[src/logic/uwaf_pkg.sv]
// Purpose: shared constants and types of the wake and address filter block
// Assumes: 8-bit register port, 3-bit register address
// Notes: offsets are word indices on the plain register port
package uwaf_pkg;
    // ********************************************************
    // register map
    // ********************************************************
    localparam logic [2:0] ADDR_CTRL_A = 3'h0;
    localparam logic [2:0] ADDR_CTRL_B = 3'h1;
    localparam logic [2:0] ADDR_DATA = 3'h2;
    localparam logic [2:0] ADDR_STAT = 3'h3;
    localparam logic [2:0] ADDR_BAUD = 3'h4;
    localparam int CA_MPCM = 0;
    localparam int CA_TXC = 6;
    localparam int CA_RXC = 7;
    localparam int CB_SFDE = 0;
    localparam int CB_START_IRQ = 1;
    localparam int CB_CSZ = 2;
    localparam int CB_SBS = 5;
    localparam int CB_SYNC = 6;
    localparam int CB_U2X = 7;
    localparam int ST_RXB8 = 0;
    localparam int ST_FE = 1;
    localparam int ST_OSC = 2;
    localparam int ST_SCLK = 3;
    localparam logic [7:0] CTRL_B_RST = 8'h0c;
    localparam logic [7:0] BAUD_RST = 8'h00;
    localparam logic [2:0] CSZ_NINE = 3'h7;
    localparam logic [3:0] BITS_NINE = 4'h9;
    localparam logic [3:0] BITS_MIN = 4'h5;
    // ********************************************************
    // timing
    // ********************************************************
    localparam logic [4:0] SMP_NORMAL = 5'h10;
    localparam logic [4:0] SMP_DOUBLE = 5'h08;
    typedef enum logic [1:0] {
        UWAF_WK_IDLE = 2'b00,
        UWAF_WK_FRAME = 2'b01
    } uwaf_wake_t;
    typedef enum logic [1:0] {
        UWAF_RX_IDLE = 2'b00,
        UWAF_RX_START = 2'b01,
        UWAF_RX_DATA = 2'b10,
        UWAF_RX_STOP = 2'b11
    } uwaf_rx_t;
endpackage

[src/logic/uwaf_sync.sv]
// Purpose: two-stage synchroniser for pin inputs
// Assumes: input is asynchronous to clk_in
// Notes: first stage feeds only the second
`timescale 1ns/1ps
module uwaf_sync #(
    parameter logic RST_VAL = 1'b1
) (
    input wire logic clk_in,
    input wire logic rst_n_in,
    input wire logic d_in,
    output logic q_out
);
    logic meta_reg;
    always_ff @(posedge clk_in or negedge rst_n_in)
    begin
        if (!rst_n_in)
        begin
            meta_reg <= RST_VAL;
            q_out <= RST_VAL;
        end
        else
        begin
            meta_reg <= d_in;
            q_out <= meta_reg;
        end
    end
endmodule

[src/logic/uwaf_rx_core.sv]
// Purpose: frame shifter, start bit to first stop bit
// Assumes: tick_in is the oversample pulse (async) or bit clock (sync)
// Notes: single centre sample per bit, no majority vote
`timescale 1ns/1ps
module uwaf_rx_core (
    input wire logic clk_in,
    input wire logic rst_n_in,
    input wire logic enable_in,
    input wire logic tick_in,
    input wire logic sync_mode_in,
    input wire logic double_in,
    input wire logic [3:0] bits_in,
    input wire logic line_in,
    output logic done_out,
    output logic [8:0] data_out,
    output logic stop_out
);
    uwaf_pkg::uwaf_rx_t st_reg;
    logic [4:0] cnt_reg;
    logic [3:0] bitn_reg;
    logic [8:0] sh_reg;
    logic armed_reg;
    logic [4:0] full;
    logic [4:0] lim;
    logic samp;
    always_comb
    begin
        full = double_in ? uwaf_pkg::SMP_DOUBLE : uwaf_pkg::SMP_NORMAL;
        lim = (st_reg == uwaf_pkg::UWAF_RX_START) ? (full >> 1) - 5'h01 : full - 5'h01;
        samp = tick_in && (sync_mode_in || cnt_reg == lim);
    end
    always_ff @(posedge clk_in or negedge rst_n_in)
    begin
        if (!rst_n_in)
        begin
            st_reg <= uwaf_pkg::UWAF_RX_IDLE;
            cnt_reg <= 5'h00;
            bitn_reg <= 4'h0;
            sh_reg <= 9'h000;
            armed_reg <= 1'b0;
            done_out <= 1'b0;
            data_out <= 9'h000;
            stop_out <= 1'b0;
        end
        else
        begin
            done_out <= 1'b0;
            if (tick_in)
            begin
                cnt_reg <= samp ? 5'h00 : cnt_reg + 5'h01;
            end
            if (!enable_in)
            begin
                st_reg <= uwaf_pkg::UWAF_RX_IDLE;
                // keep tracking the idle line, else the start that wakes the clocks is lost
                armed_reg <= armed_reg | line_in;
            end
            else
            begin
                case (st_reg)
                    uwaf_pkg::UWAF_RX_IDLE:
                    begin
                        // a line stuck low must go high once before a start counts
                        armed_reg <= armed_reg | line_in;
                        cnt_reg <= 5'h00;
                        if (armed_reg && !line_in)
                        begin
                            st_reg <= uwaf_pkg::UWAF_RX_START;
                        end
                    end
                    uwaf_pkg::UWAF_RX_START:
                    begin
                        bitn_reg <= 4'h0;
                        if (samp)
                        begin
                            st_reg <= line_in ? uwaf_pkg::UWAF_RX_IDLE : uwaf_pkg::UWAF_RX_DATA;
                        end
                    end
                    uwaf_pkg::UWAF_RX_DATA:
                    begin
                        if (samp)
                        begin
                            sh_reg <= {line_in, sh_reg[8:1]};
                            bitn_reg <= bitn_reg + 4'h1;
                            if (bitn_reg + 4'h1 == bits_in)
                            begin
                                st_reg <= uwaf_pkg::UWAF_RX_STOP;
                            end
                        end
                    end
                    default:
                    begin
                        if (samp)
                        begin
                            done_out <= 1'b1;
                            data_out <= sh_reg >> (uwaf_pkg::BITS_NINE - bits_in);
                            stop_out <= line_in;
                            armed_reg <= line_in;
                            st_reg <= uwaf_pkg::UWAF_RX_IDLE;
                        end
                    end
                endcase
            end
        end
    end
endmodule

[src/logic/uwaf_top.sv]
// Purpose: serial receiver start-frame wake and multi-processor address filter
// Assumes: clk_in keeps running for this block while the core sleeps
// Notes: oscillator and clock gating are requests to the power manager
`timescale 1ns/1ps
module uwaf_top (
    input wire logic clk_in,
    input wire logic rst_n_in,
    input wire logic [2:0] addr_in,
    input wire logic [7:0] wdata_in,
    input wire logic wr_in,
    input wire logic rd_in,
    output logic [7:0] rdata_out,
    input wire logic receive_line_in,
    input wire logic serial_clock_in,
    input wire logic sleep_active_in,
    input wire logic tx_done_in,
    output logic osc_request_out,
    output logic serial_clk_enable_out,
    output logic cpu_wake_out,
    output logic rx_start_irq_out,
    output logic rx_complete_irq_out
);
    // ********************************************************
    // declarations
    // ********************************************************
    logic multiproc_filter_enable_reg;
    logic transmit_complete_flag_reg;
    logic receive_complete_flag_reg;
    logic [7:0] ctrl_b_reg;
    logic [7:0] baud_divisor_reg;
    logic [7:0] serial_data_reg;
    logic received_ninth_bit_reg;
    logic frame_error_reg;
    logic [7:0] baud_cnt_reg;
    logic sclk_last_reg;
    logic line_last_reg;
    uwaf_pkg::uwaf_wake_t wake_reg;
    logic line_s;
    logic sclk_s;
    logic baud_tick;
    logic rx_tick;
    logic rx_enable;
    logic falling;
    logic done;
    logic [8:0] frame_data;
    logic frame_stop;
    logic frame_type;
    logic store;
    logic start_frame_detect_enable;
    logic receive_start_irq_enable;
    logic [2:0] character_size_select;
    logic sync_mode;
    logic double_speed_select;
    logic [3:0] frame_bits;
    logic data_read;
    logic [7:0] rd_mux;

    // ********************************************************
    // helpers
    // ********************************************************
    function automatic logic [3:0] bits_of(input logic [2:0] csz);
        logic [3:0] n;
        n = uwaf_pkg::BITS_MIN + {1'b0, csz};
        if (csz == uwaf_pkg::CSZ_NINE)
        begin
            n = uwaf_pkg::BITS_NINE;
        end
        return n;
    endfunction

    function automatic logic is_nine(input logic [2:0] csz);
        return bits_of(csz) == uwaf_pkg::BITS_NINE;
    endfunction

    // ********************************************************
    // pin synchronisers
    // ********************************************************
    uwaf_sync #(
        .RST_VAL(1'b1)
    ) u_line_sync (
        .clk_in(clk_in),
        .rst_n_in(rst_n_in),
        .d_in(receive_line_in),
        .q_out(line_s)
    );

    uwaf_sync #(
        .RST_VAL(1'b0)
    ) u_sclk_sync (
        .clk_in(clk_in),
        .rst_n_in(rst_n_in),
        .d_in(serial_clock_in),
        .q_out(sclk_s)
    );

    // ********************************************************
    // control fields
    // ********************************************************
    always_comb
    begin
        start_frame_detect_enable = ctrl_b_reg[uwaf_pkg::CB_SFDE];
        receive_start_irq_enable = ctrl_b_reg[uwaf_pkg::CB_START_IRQ];
        character_size_select = ctrl_b_reg[uwaf_pkg::CB_CSZ +: 3];
        sync_mode = ctrl_b_reg[uwaf_pkg::CB_SYNC];
        double_speed_select = ctrl_b_reg[uwaf_pkg::CB_U2X];
        frame_bits = bits_of(character_size_select);
        data_read = rd_in && addr_in == uwaf_pkg::ADDR_DATA;
    end

    // ********************************************************
    // sample clock: divider in async mode, pin edge in sync mode
    // ********************************************************
    always_ff @(posedge clk_in or negedge rst_n_in)
    begin
        if (!rst_n_in)
        begin
            baud_cnt_reg <= 8'h00;
            sclk_last_reg <= 1'b0;
            line_last_reg <= 1'b1;
        end
        else
        begin
            baud_cnt_reg <= baud_tick ? baud_divisor_reg : baud_cnt_reg - 8'h01;
            sclk_last_reg <= sclk_s;
            line_last_reg <= line_s;
        end
    end

    always_comb
    begin
        baud_tick = baud_cnt_reg == 8'h00;
        // sync bit clock kept below the sampling limits by the sender
        rx_tick = sync_mode ? (sclk_s && !sclk_last_reg) : baud_tick;
        falling = line_last_reg && !line_s;
        // receiver runs while awake or while the wake request holds the clocks
        rx_enable = !sleep_active_in || wake_reg == uwaf_pkg::UWAF_WK_FRAME;
    end

    // ********************************************************
    // receive engine
    // ********************************************************
    uwaf_rx_core u_core (
        .clk_in(clk_in),
        .rst_n_in(rst_n_in),
        .enable_in(rx_enable),
        .tick_in(rx_tick),
        .sync_mode_in(sync_mode),
        .double_in(double_speed_select),
        .bits_in(frame_bits),
        .line_in(line_s),
        .done_out(done),
        .data_out(frame_data),
        .stop_out(frame_stop)
    );

    // ********************************************************
    // address filter
    // ********************************************************
    always_comb
    begin
        // frame type bit, one for address, zero for data
        frame_type = is_nine(character_size_select) ? frame_data[8] : frame_stop;
        // data frames are dropped while filtering; address frames pass
        store = done && !(multiproc_filter_enable_reg && !frame_type);
    end

    always_ff @(posedge clk_in or negedge rst_n_in)
    begin
        if (!rst_n_in)
        begin
            serial_data_reg <= 8'h00;
            received_ninth_bit_reg <= 1'b0;
            frame_error_reg <= 1'b0;
        end
        else if (store)
        begin
            serial_data_reg <= frame_data[7:0];
            received_ninth_bit_reg <= frame_data[8];
            frame_error_reg <= !frame_stop;
        end
    end

    // ********************************************************
    // receive complete flag: set wins over read clear
    // ********************************************************
    always_ff @(posedge clk_in or negedge rst_n_in)
    begin
        if (!rst_n_in)
        begin
            receive_complete_flag_reg <= 1'b0;
        end
        else if (store)
        begin
            receive_complete_flag_reg <= 1'b1;
        end
        else if (data_read)
        begin
            receive_complete_flag_reg <= 1'b0;
        end
    end

    // ********************************************************
    // transmit complete flag, independent of filtering
    // ********************************************************
    always_ff @(posedge clk_in or negedge rst_n_in)
    begin
        if (!rst_n_in)
        begin
            transmit_complete_flag_reg <= 1'b0;
        end
        else if (tx_done_in)
        begin
            transmit_complete_flag_reg <= 1'b1;
        end
        else if (wr_in && addr_in == uwaf_pkg::ADDR_CTRL_A && wdata_in[uwaf_pkg::CA_TXC])
        begin
            // write-one-clear, so rewriting the control word can drop it
            transmit_complete_flag_reg <= 1'b0;
        end
    end

    // ********************************************************
    // control registers
    // ********************************************************
    always_ff @(posedge clk_in or negedge rst_n_in)
    begin
        if (!rst_n_in)
        begin
            multiproc_filter_enable_reg <= 1'b0;
            ctrl_b_reg <= uwaf_pkg::CTRL_B_RST;
            baud_divisor_reg <= uwaf_pkg::BAUD_RST;
        end
        else if (wr_in)
        begin
            case (addr_in)
                uwaf_pkg::ADDR_CTRL_A:
                begin
                    // software toggles it per address, no hardware change
                    multiproc_filter_enable_reg <= wdata_in[uwaf_pkg::CA_MPCM];
                end
                uwaf_pkg::ADDR_CTRL_B:
                begin
                    ctrl_b_reg <= wdata_in;
                end
                uwaf_pkg::ADDR_BAUD:
                begin
                    baud_divisor_reg <= wdata_in;
                end
                default:
                begin
                    baud_divisor_reg <= baud_divisor_reg;
                end
            endcase
        end
    end

    // ********************************************************
    // start-frame wake controller
    // ********************************************************
    always_ff @(posedge clk_in or negedge rst_n_in)
    begin
        if (!rst_n_in)
        begin
            wake_reg <= uwaf_pkg::UWAF_WK_IDLE;
            osc_request_out <= 1'b0;
            rx_start_irq_out <= 1'b0;
            cpu_wake_out <= 1'b0;
        end
        else
        begin
            rx_start_irq_out <= 1'b0;
            cpu_wake_out <= 1'b0;
            case (wake_reg)
                uwaf_pkg::UWAF_WK_IDLE:
                begin
                    // same edge test in async and sync modes, gated by enable
                    if (sleep_active_in && start_frame_detect_enable && falling)
                    begin
                        wake_reg <= uwaf_pkg::UWAF_WK_FRAME;
                        osc_request_out <= 1'b1;
                        if (receive_start_irq_enable)
                        begin
                            rx_start_irq_out <= 1'b1;
                            cpu_wake_out <= 1'b1;
                        end
                    end
                end
                uwaf_pkg::UWAF_WK_FRAME:
                begin
                    if (!sleep_active_in || done)
                    begin
                        // oscillator start-up is not modelled; slow baud covers it
                        wake_reg <= uwaf_pkg::UWAF_WK_IDLE;
                        osc_request_out <= 1'b0;
                        // only a kept frame wakes the core; filtered ones sleep on
                        cpu_wake_out <= store && sleep_active_in;
                    end
                end
                default:
                begin
                    wake_reg <= uwaf_pkg::UWAF_WK_IDLE;
                    osc_request_out <= 1'b0;
                end
            endcase
        end
    end

    always_ff @(posedge clk_in or negedge rst_n_in)
    begin
        if (!rst_n_in)
        begin
            serial_clk_enable_out <= 1'b1;
            rx_complete_irq_out <= 1'b0;
        end
        else
        begin
            // in sleep the serial clock follows the frame, other clocks stay off
            serial_clk_enable_out <= !sleep_active_in
                || (wake_reg == uwaf_pkg::UWAF_WK_IDLE && sleep_active_in
                    && start_frame_detect_enable && falling)
                || (wake_reg == uwaf_pkg::UWAF_WK_FRAME && !done);
            rx_complete_irq_out <= receive_complete_flag_reg;
        end
    end

    // ********************************************************
    // register read port
    // ********************************************************
    always_comb
    begin
        rd_mux = 8'h00;
        case (addr_in)
            uwaf_pkg::ADDR_CTRL_A:
            begin
                rd_mux[uwaf_pkg::CA_MPCM] = multiproc_filter_enable_reg;
                rd_mux[uwaf_pkg::CA_TXC] = transmit_complete_flag_reg;
                rd_mux[uwaf_pkg::CA_RXC] = receive_complete_flag_reg;
            end
            uwaf_pkg::ADDR_CTRL_B:
            begin
                rd_mux = ctrl_b_reg;
            end
            uwaf_pkg::ADDR_DATA:
            begin
                rd_mux = serial_data_reg;
            end
            uwaf_pkg::ADDR_STAT:
            begin
                rd_mux[uwaf_pkg::ST_RXB8] = received_ninth_bit_reg;
                rd_mux[uwaf_pkg::ST_FE] = frame_error_reg;
                rd_mux[uwaf_pkg::ST_OSC] = osc_request_out;
                rd_mux[uwaf_pkg::ST_SCLK] = serial_clk_enable_out;
            end
            uwaf_pkg::ADDR_BAUD:
            begin
                rd_mux = baud_divisor_reg;
            end
            default:
            begin
                rd_mux = 8'h00;
            end
        endcase
    end

    always_ff @(posedge clk_in or negedge rst_n_in)
    begin
        if (!rst_n_in)
        begin
            rdata_out <= 8'h00;
        end
        else
        begin
            // data stands only in the cycle after the read strobe
            rdata_out <= rd_in ? rd_mux : 8'h00;
        end
    end
endmodule

[config.mk]
export PLATFORM = sky130hd
export DESIGN_NAME = uwaf_top
export DESIGN_NICKNAME = d
export VERILOG_FILES = /design/src/logic/uwaf_pkg.sv /design/src/logic/uwaf_sync.sv /design/src/logic/uwaf_rx_core.sv /design/src/logic/uwaf_top.sv
export SDC_FILE = /design/constraint.sdc
export NUM_CORES = 1
export LEC_CHECK = 0
export BUFFER_PORTS_ARGS = -buffer_cell sky130_fd_sc_hd__buf_2
export CAP_MARGIN = 20
export CORE_ASPECT_RATIO = 1.2
export CORE_MARGIN = 5
export CORE_UTILIZATION = 39
export CTS_CLUSTER_SIZE = 14
export DETAILED_ROUTE_END_ITERATION = 12
export PLACE_DENSITY = 0.64
export SLEW_MARGIN = 0
export SYNTH_ARGS = -nofsm -noshare
export SYNTH_HDL_FRONTEND = slang
export SYNTH_SLANG_ARGS = --single-unit
export TNS_END_PERCENT = 50
[constraint.sdc]
create_clock -name clk_in -period 6.7 [get_ports clk_in]
set_input_delay 2.01 -clock clk_in [delete_from_list [all_inputs] [get_ports clk_in]]
set_output_delay 2.01 -clock clk_in [all_outputs]
set_load 0.01 [all_outputs]
==> run summary <==
Layout area overhead: 13.5%
Routed Antenna Nets: 0
CTS H-tree depth: 3
gr usage total: 14.4%
YS warnings: 0
post-synthesis register bit count: 88
final wirelength: 9.31 mm
layout cells sized above 1: 24.2%
FF/Latch Area: 2210 µm²
initial antenna violation count: 0
Worst-path clk slew: 0.07 ns
Yosys cell types: 55
filler cell count in the final layout: 1023
Die Y: 127 µm
Setup Buffers After CTS: 0
syn nets: 443
first-pass GRT wire length: 15.9 mm
r2r setup slk: 3.33 ns
final slew viol count: 0
routed via count: 3196
crit path DAT: 3.72 ns
EDFF count, synth: 0
setup TNS: 0 ns
Setup crit end kind: register
Clock Skew: 0.00926 ns
Synth Cell Area: 4450 µm²
RePlAce Congestion: 0.878
TritonCTS clock tree: built
Hold Path Class: register to register
vias in the first global route: 3214
CTS hold repair buffers: 0
Nets: 472
Slew @ Worst Pin: 0.898 ns
pin count of the biggest net entering global routing: 69
fin crit share: 51.6%
setup violators final: 0
synthesized instance count: 413
crit path max fanout: 9
PD cells: 318 nW/µm²
CTS root buf: clkbuf_16
ys flop type: dfrtp_1
clk_lat worst skew: 0.34 ns
Power Total: 1.61 mW
status: completed
minimum clock period: 3.46 ns
post-CTS sizing: 0
hpwl dp: 6.90 mm
area occupied by multi-input gates: 2130 µm²
synthesized area per cell: 10.8 µm²
leakage: 2.30 nW
Num CTS Buffers: 9
maximum vdd ir drop: 0.000125 V
Setup CP Type: input pin to register
core area: 11100 µm²
sequential cell area fraction in the yosys report: 49.6%
ANT cells: 0
CP startpoint kind: input pin
Post-synth ARST share: 100%
I/O Buffers: 31
post-route cell area: 5050 µm²
DR pass1 iterations: 4
routed length per instance: 15.5 µm
Die Width: 108 µm
final count of hold timing violations: 0
Placed Area: 4760 µm²
maxcap violations: 0
I/O pins: 32
clock buffer depth: 2
initial drt markers: 183
Core Rows: 42
Max Freq: 289 MHz
# DRC: 0
grt ovf: 0
initial core utilization: 40.2%
DR vias/cell: 5.32
RSZ-0062 raised after global routing: no
CTS Sinks: 88
full die area: 13700 µm²
Max-slew headroom: 39.8%
Critical Path RT: 6.96 ns
## stage by stage
step                std cells  hold WS [ns]  util (%)  setup WS [ns]
finish                    601         0.355      45.6           3.24
detailed placement        585         0.337      43.0           2.93
floorplan                 413         0.331         -           3.27
global route              601         0.363      45.6           3.04
global placement          585         0.338      43.0           3.03
CTS                       601         0.352      45.6           3.27
## critical path, stage by stage
cell and delay, ns:
buf_2 0.11, nand2b_1 0.25, a311o_1 0.40, a221oi_1 0.25
a31oi_1 0.16, or3_1 0.38, a21oi_1 0.14
## cell type report
class / instances / area share, %
repair buffers: 33 / 3.42
multi-input cells: 294 / 42.1
clock inverters: 5 / 0.767
flip-flops and latches: 88 / 43.7
clock buffers: 11 / 5.00
well taps: 154 / 3.81
inverters: 16 / 1.19
## path summary, 6_finish.rpt
| kind | from | to | depth (start not counted) |
|---|---|---|---|
| max in group asynchronous | rst_n_in | u_core.sh_reg[8]$_DFFE_PN0P_ | 2 |
| min in group asynchronous | rst_n_in | u_sclk_sync.meta_reg$_DFF_PN0_ | 1 |
| worst max register to register | ctrl_b_reg[2]$_DFFE_PN1P_ | serial_data_reg[4]$_DFFE_PN0P_ | 10 |
| worst min register to register | u_sclk_sync.meta_reg$_DFF_PN0_ | u_sclk_sync.q_out$_DFF_PN0_ | 0 |
| worst min-delay path | u_sclk_sync.meta_reg$_DFF_PN0_ | u_sclk_sync.q_out$_DFF_PN0_ | 0 |
| worst max-delay path | sleep_active_in | u_core.st_reg[1]$_DFFE_PN0P_ | 7 |
## cells in the final DEF (no fill, tap or decap), types with 10 or more instances in the layout
cell type	Yosys	final
dfrtp_1	82	82
mux2_2	38	38
nand2_1	30	30
buf_2	0	30
nor2_1	27	27
a21oi_1	21	21
mux2i_1	16	16
inv_1	15	15
o21ai_0	15	15
ha_1	11	11
nand2b_1	10	10
## synth_stat cells (2+ instances only)
master	n	area, µm²
or3_1	3	18.8
dfstp_2	6	158
xor2_1	6	52.6
o21ai_0	15	75.1
nand3b_1	6	45.0
nor3_1	3	15.0
a31oi_1	7	43.8
nand4_1	2	12.5
a21oi_1	21	105
a22oi_1	5	37.5
a211oi_1	4	30.0
nor2_1	27	101
or2_2	5	31.3
a21o_1	3	22.5
mux2i_1	16	160
nor2b_1	7	43.8
a221oi_1	2	17.5
and2_1	8	50.1
o21a_1	3	22.5
dfrtp_1	82	2050
clkbuf_1	14	52.6
ha_1	11	138
a221o_1	2	20.0
o41ai_1	3	26.3
xnor2_1	7	61.3
nor3b_1	3	22.5
o22ai_1	4	25.0
nand2_1	30	113
nor4_1	2	12.5
nand3_1	9	45.0
inv_1	15	56.3
o31ai_1	5	37.5
and3_1	3	18.8
mux2_2	38	428
or4_4	2	22.5
nand2b_1	10	62.6
a21boi_0	4	30.0
o211ai_1	3	22.5
## report_power, final
part,internal [mW],total (mW),leakage [nW],switching (mW)
Sequential,0.610,0.691,1.14,0.0818
Combinational,0.187,0.431,1.02,0.244
Clock,0.274,0.485,0.142,0.211
Total,1.07,1.61,2.30,0.537
## cells by family after synthesis
family                     after synthesis  share of synthesized area (%)
DFF                                     88                           49.6
AOI/OAI and AO/OA                       90                           13.5
adders and majority gates               11                           3.09
muxes                                   55                           13.7
buffers and inverters                   31                           2.61
and+or+nand+nor                        125                           14.9
xor gates and xnor gates                13                           2.56
## routing by layer
layer | GRT usage (%) | vias up | routed length (µm)
li1 | - | 1543 | -
met1 | 19.5 | 1565 | 4290
met2 | 23.3 | 69 | 4560
met3 | 2.37 | 19 | 285
met4 | 5.05 | 0 | 178
met5 | 0 | - | 0
Power figures use the tool's default switching activity.
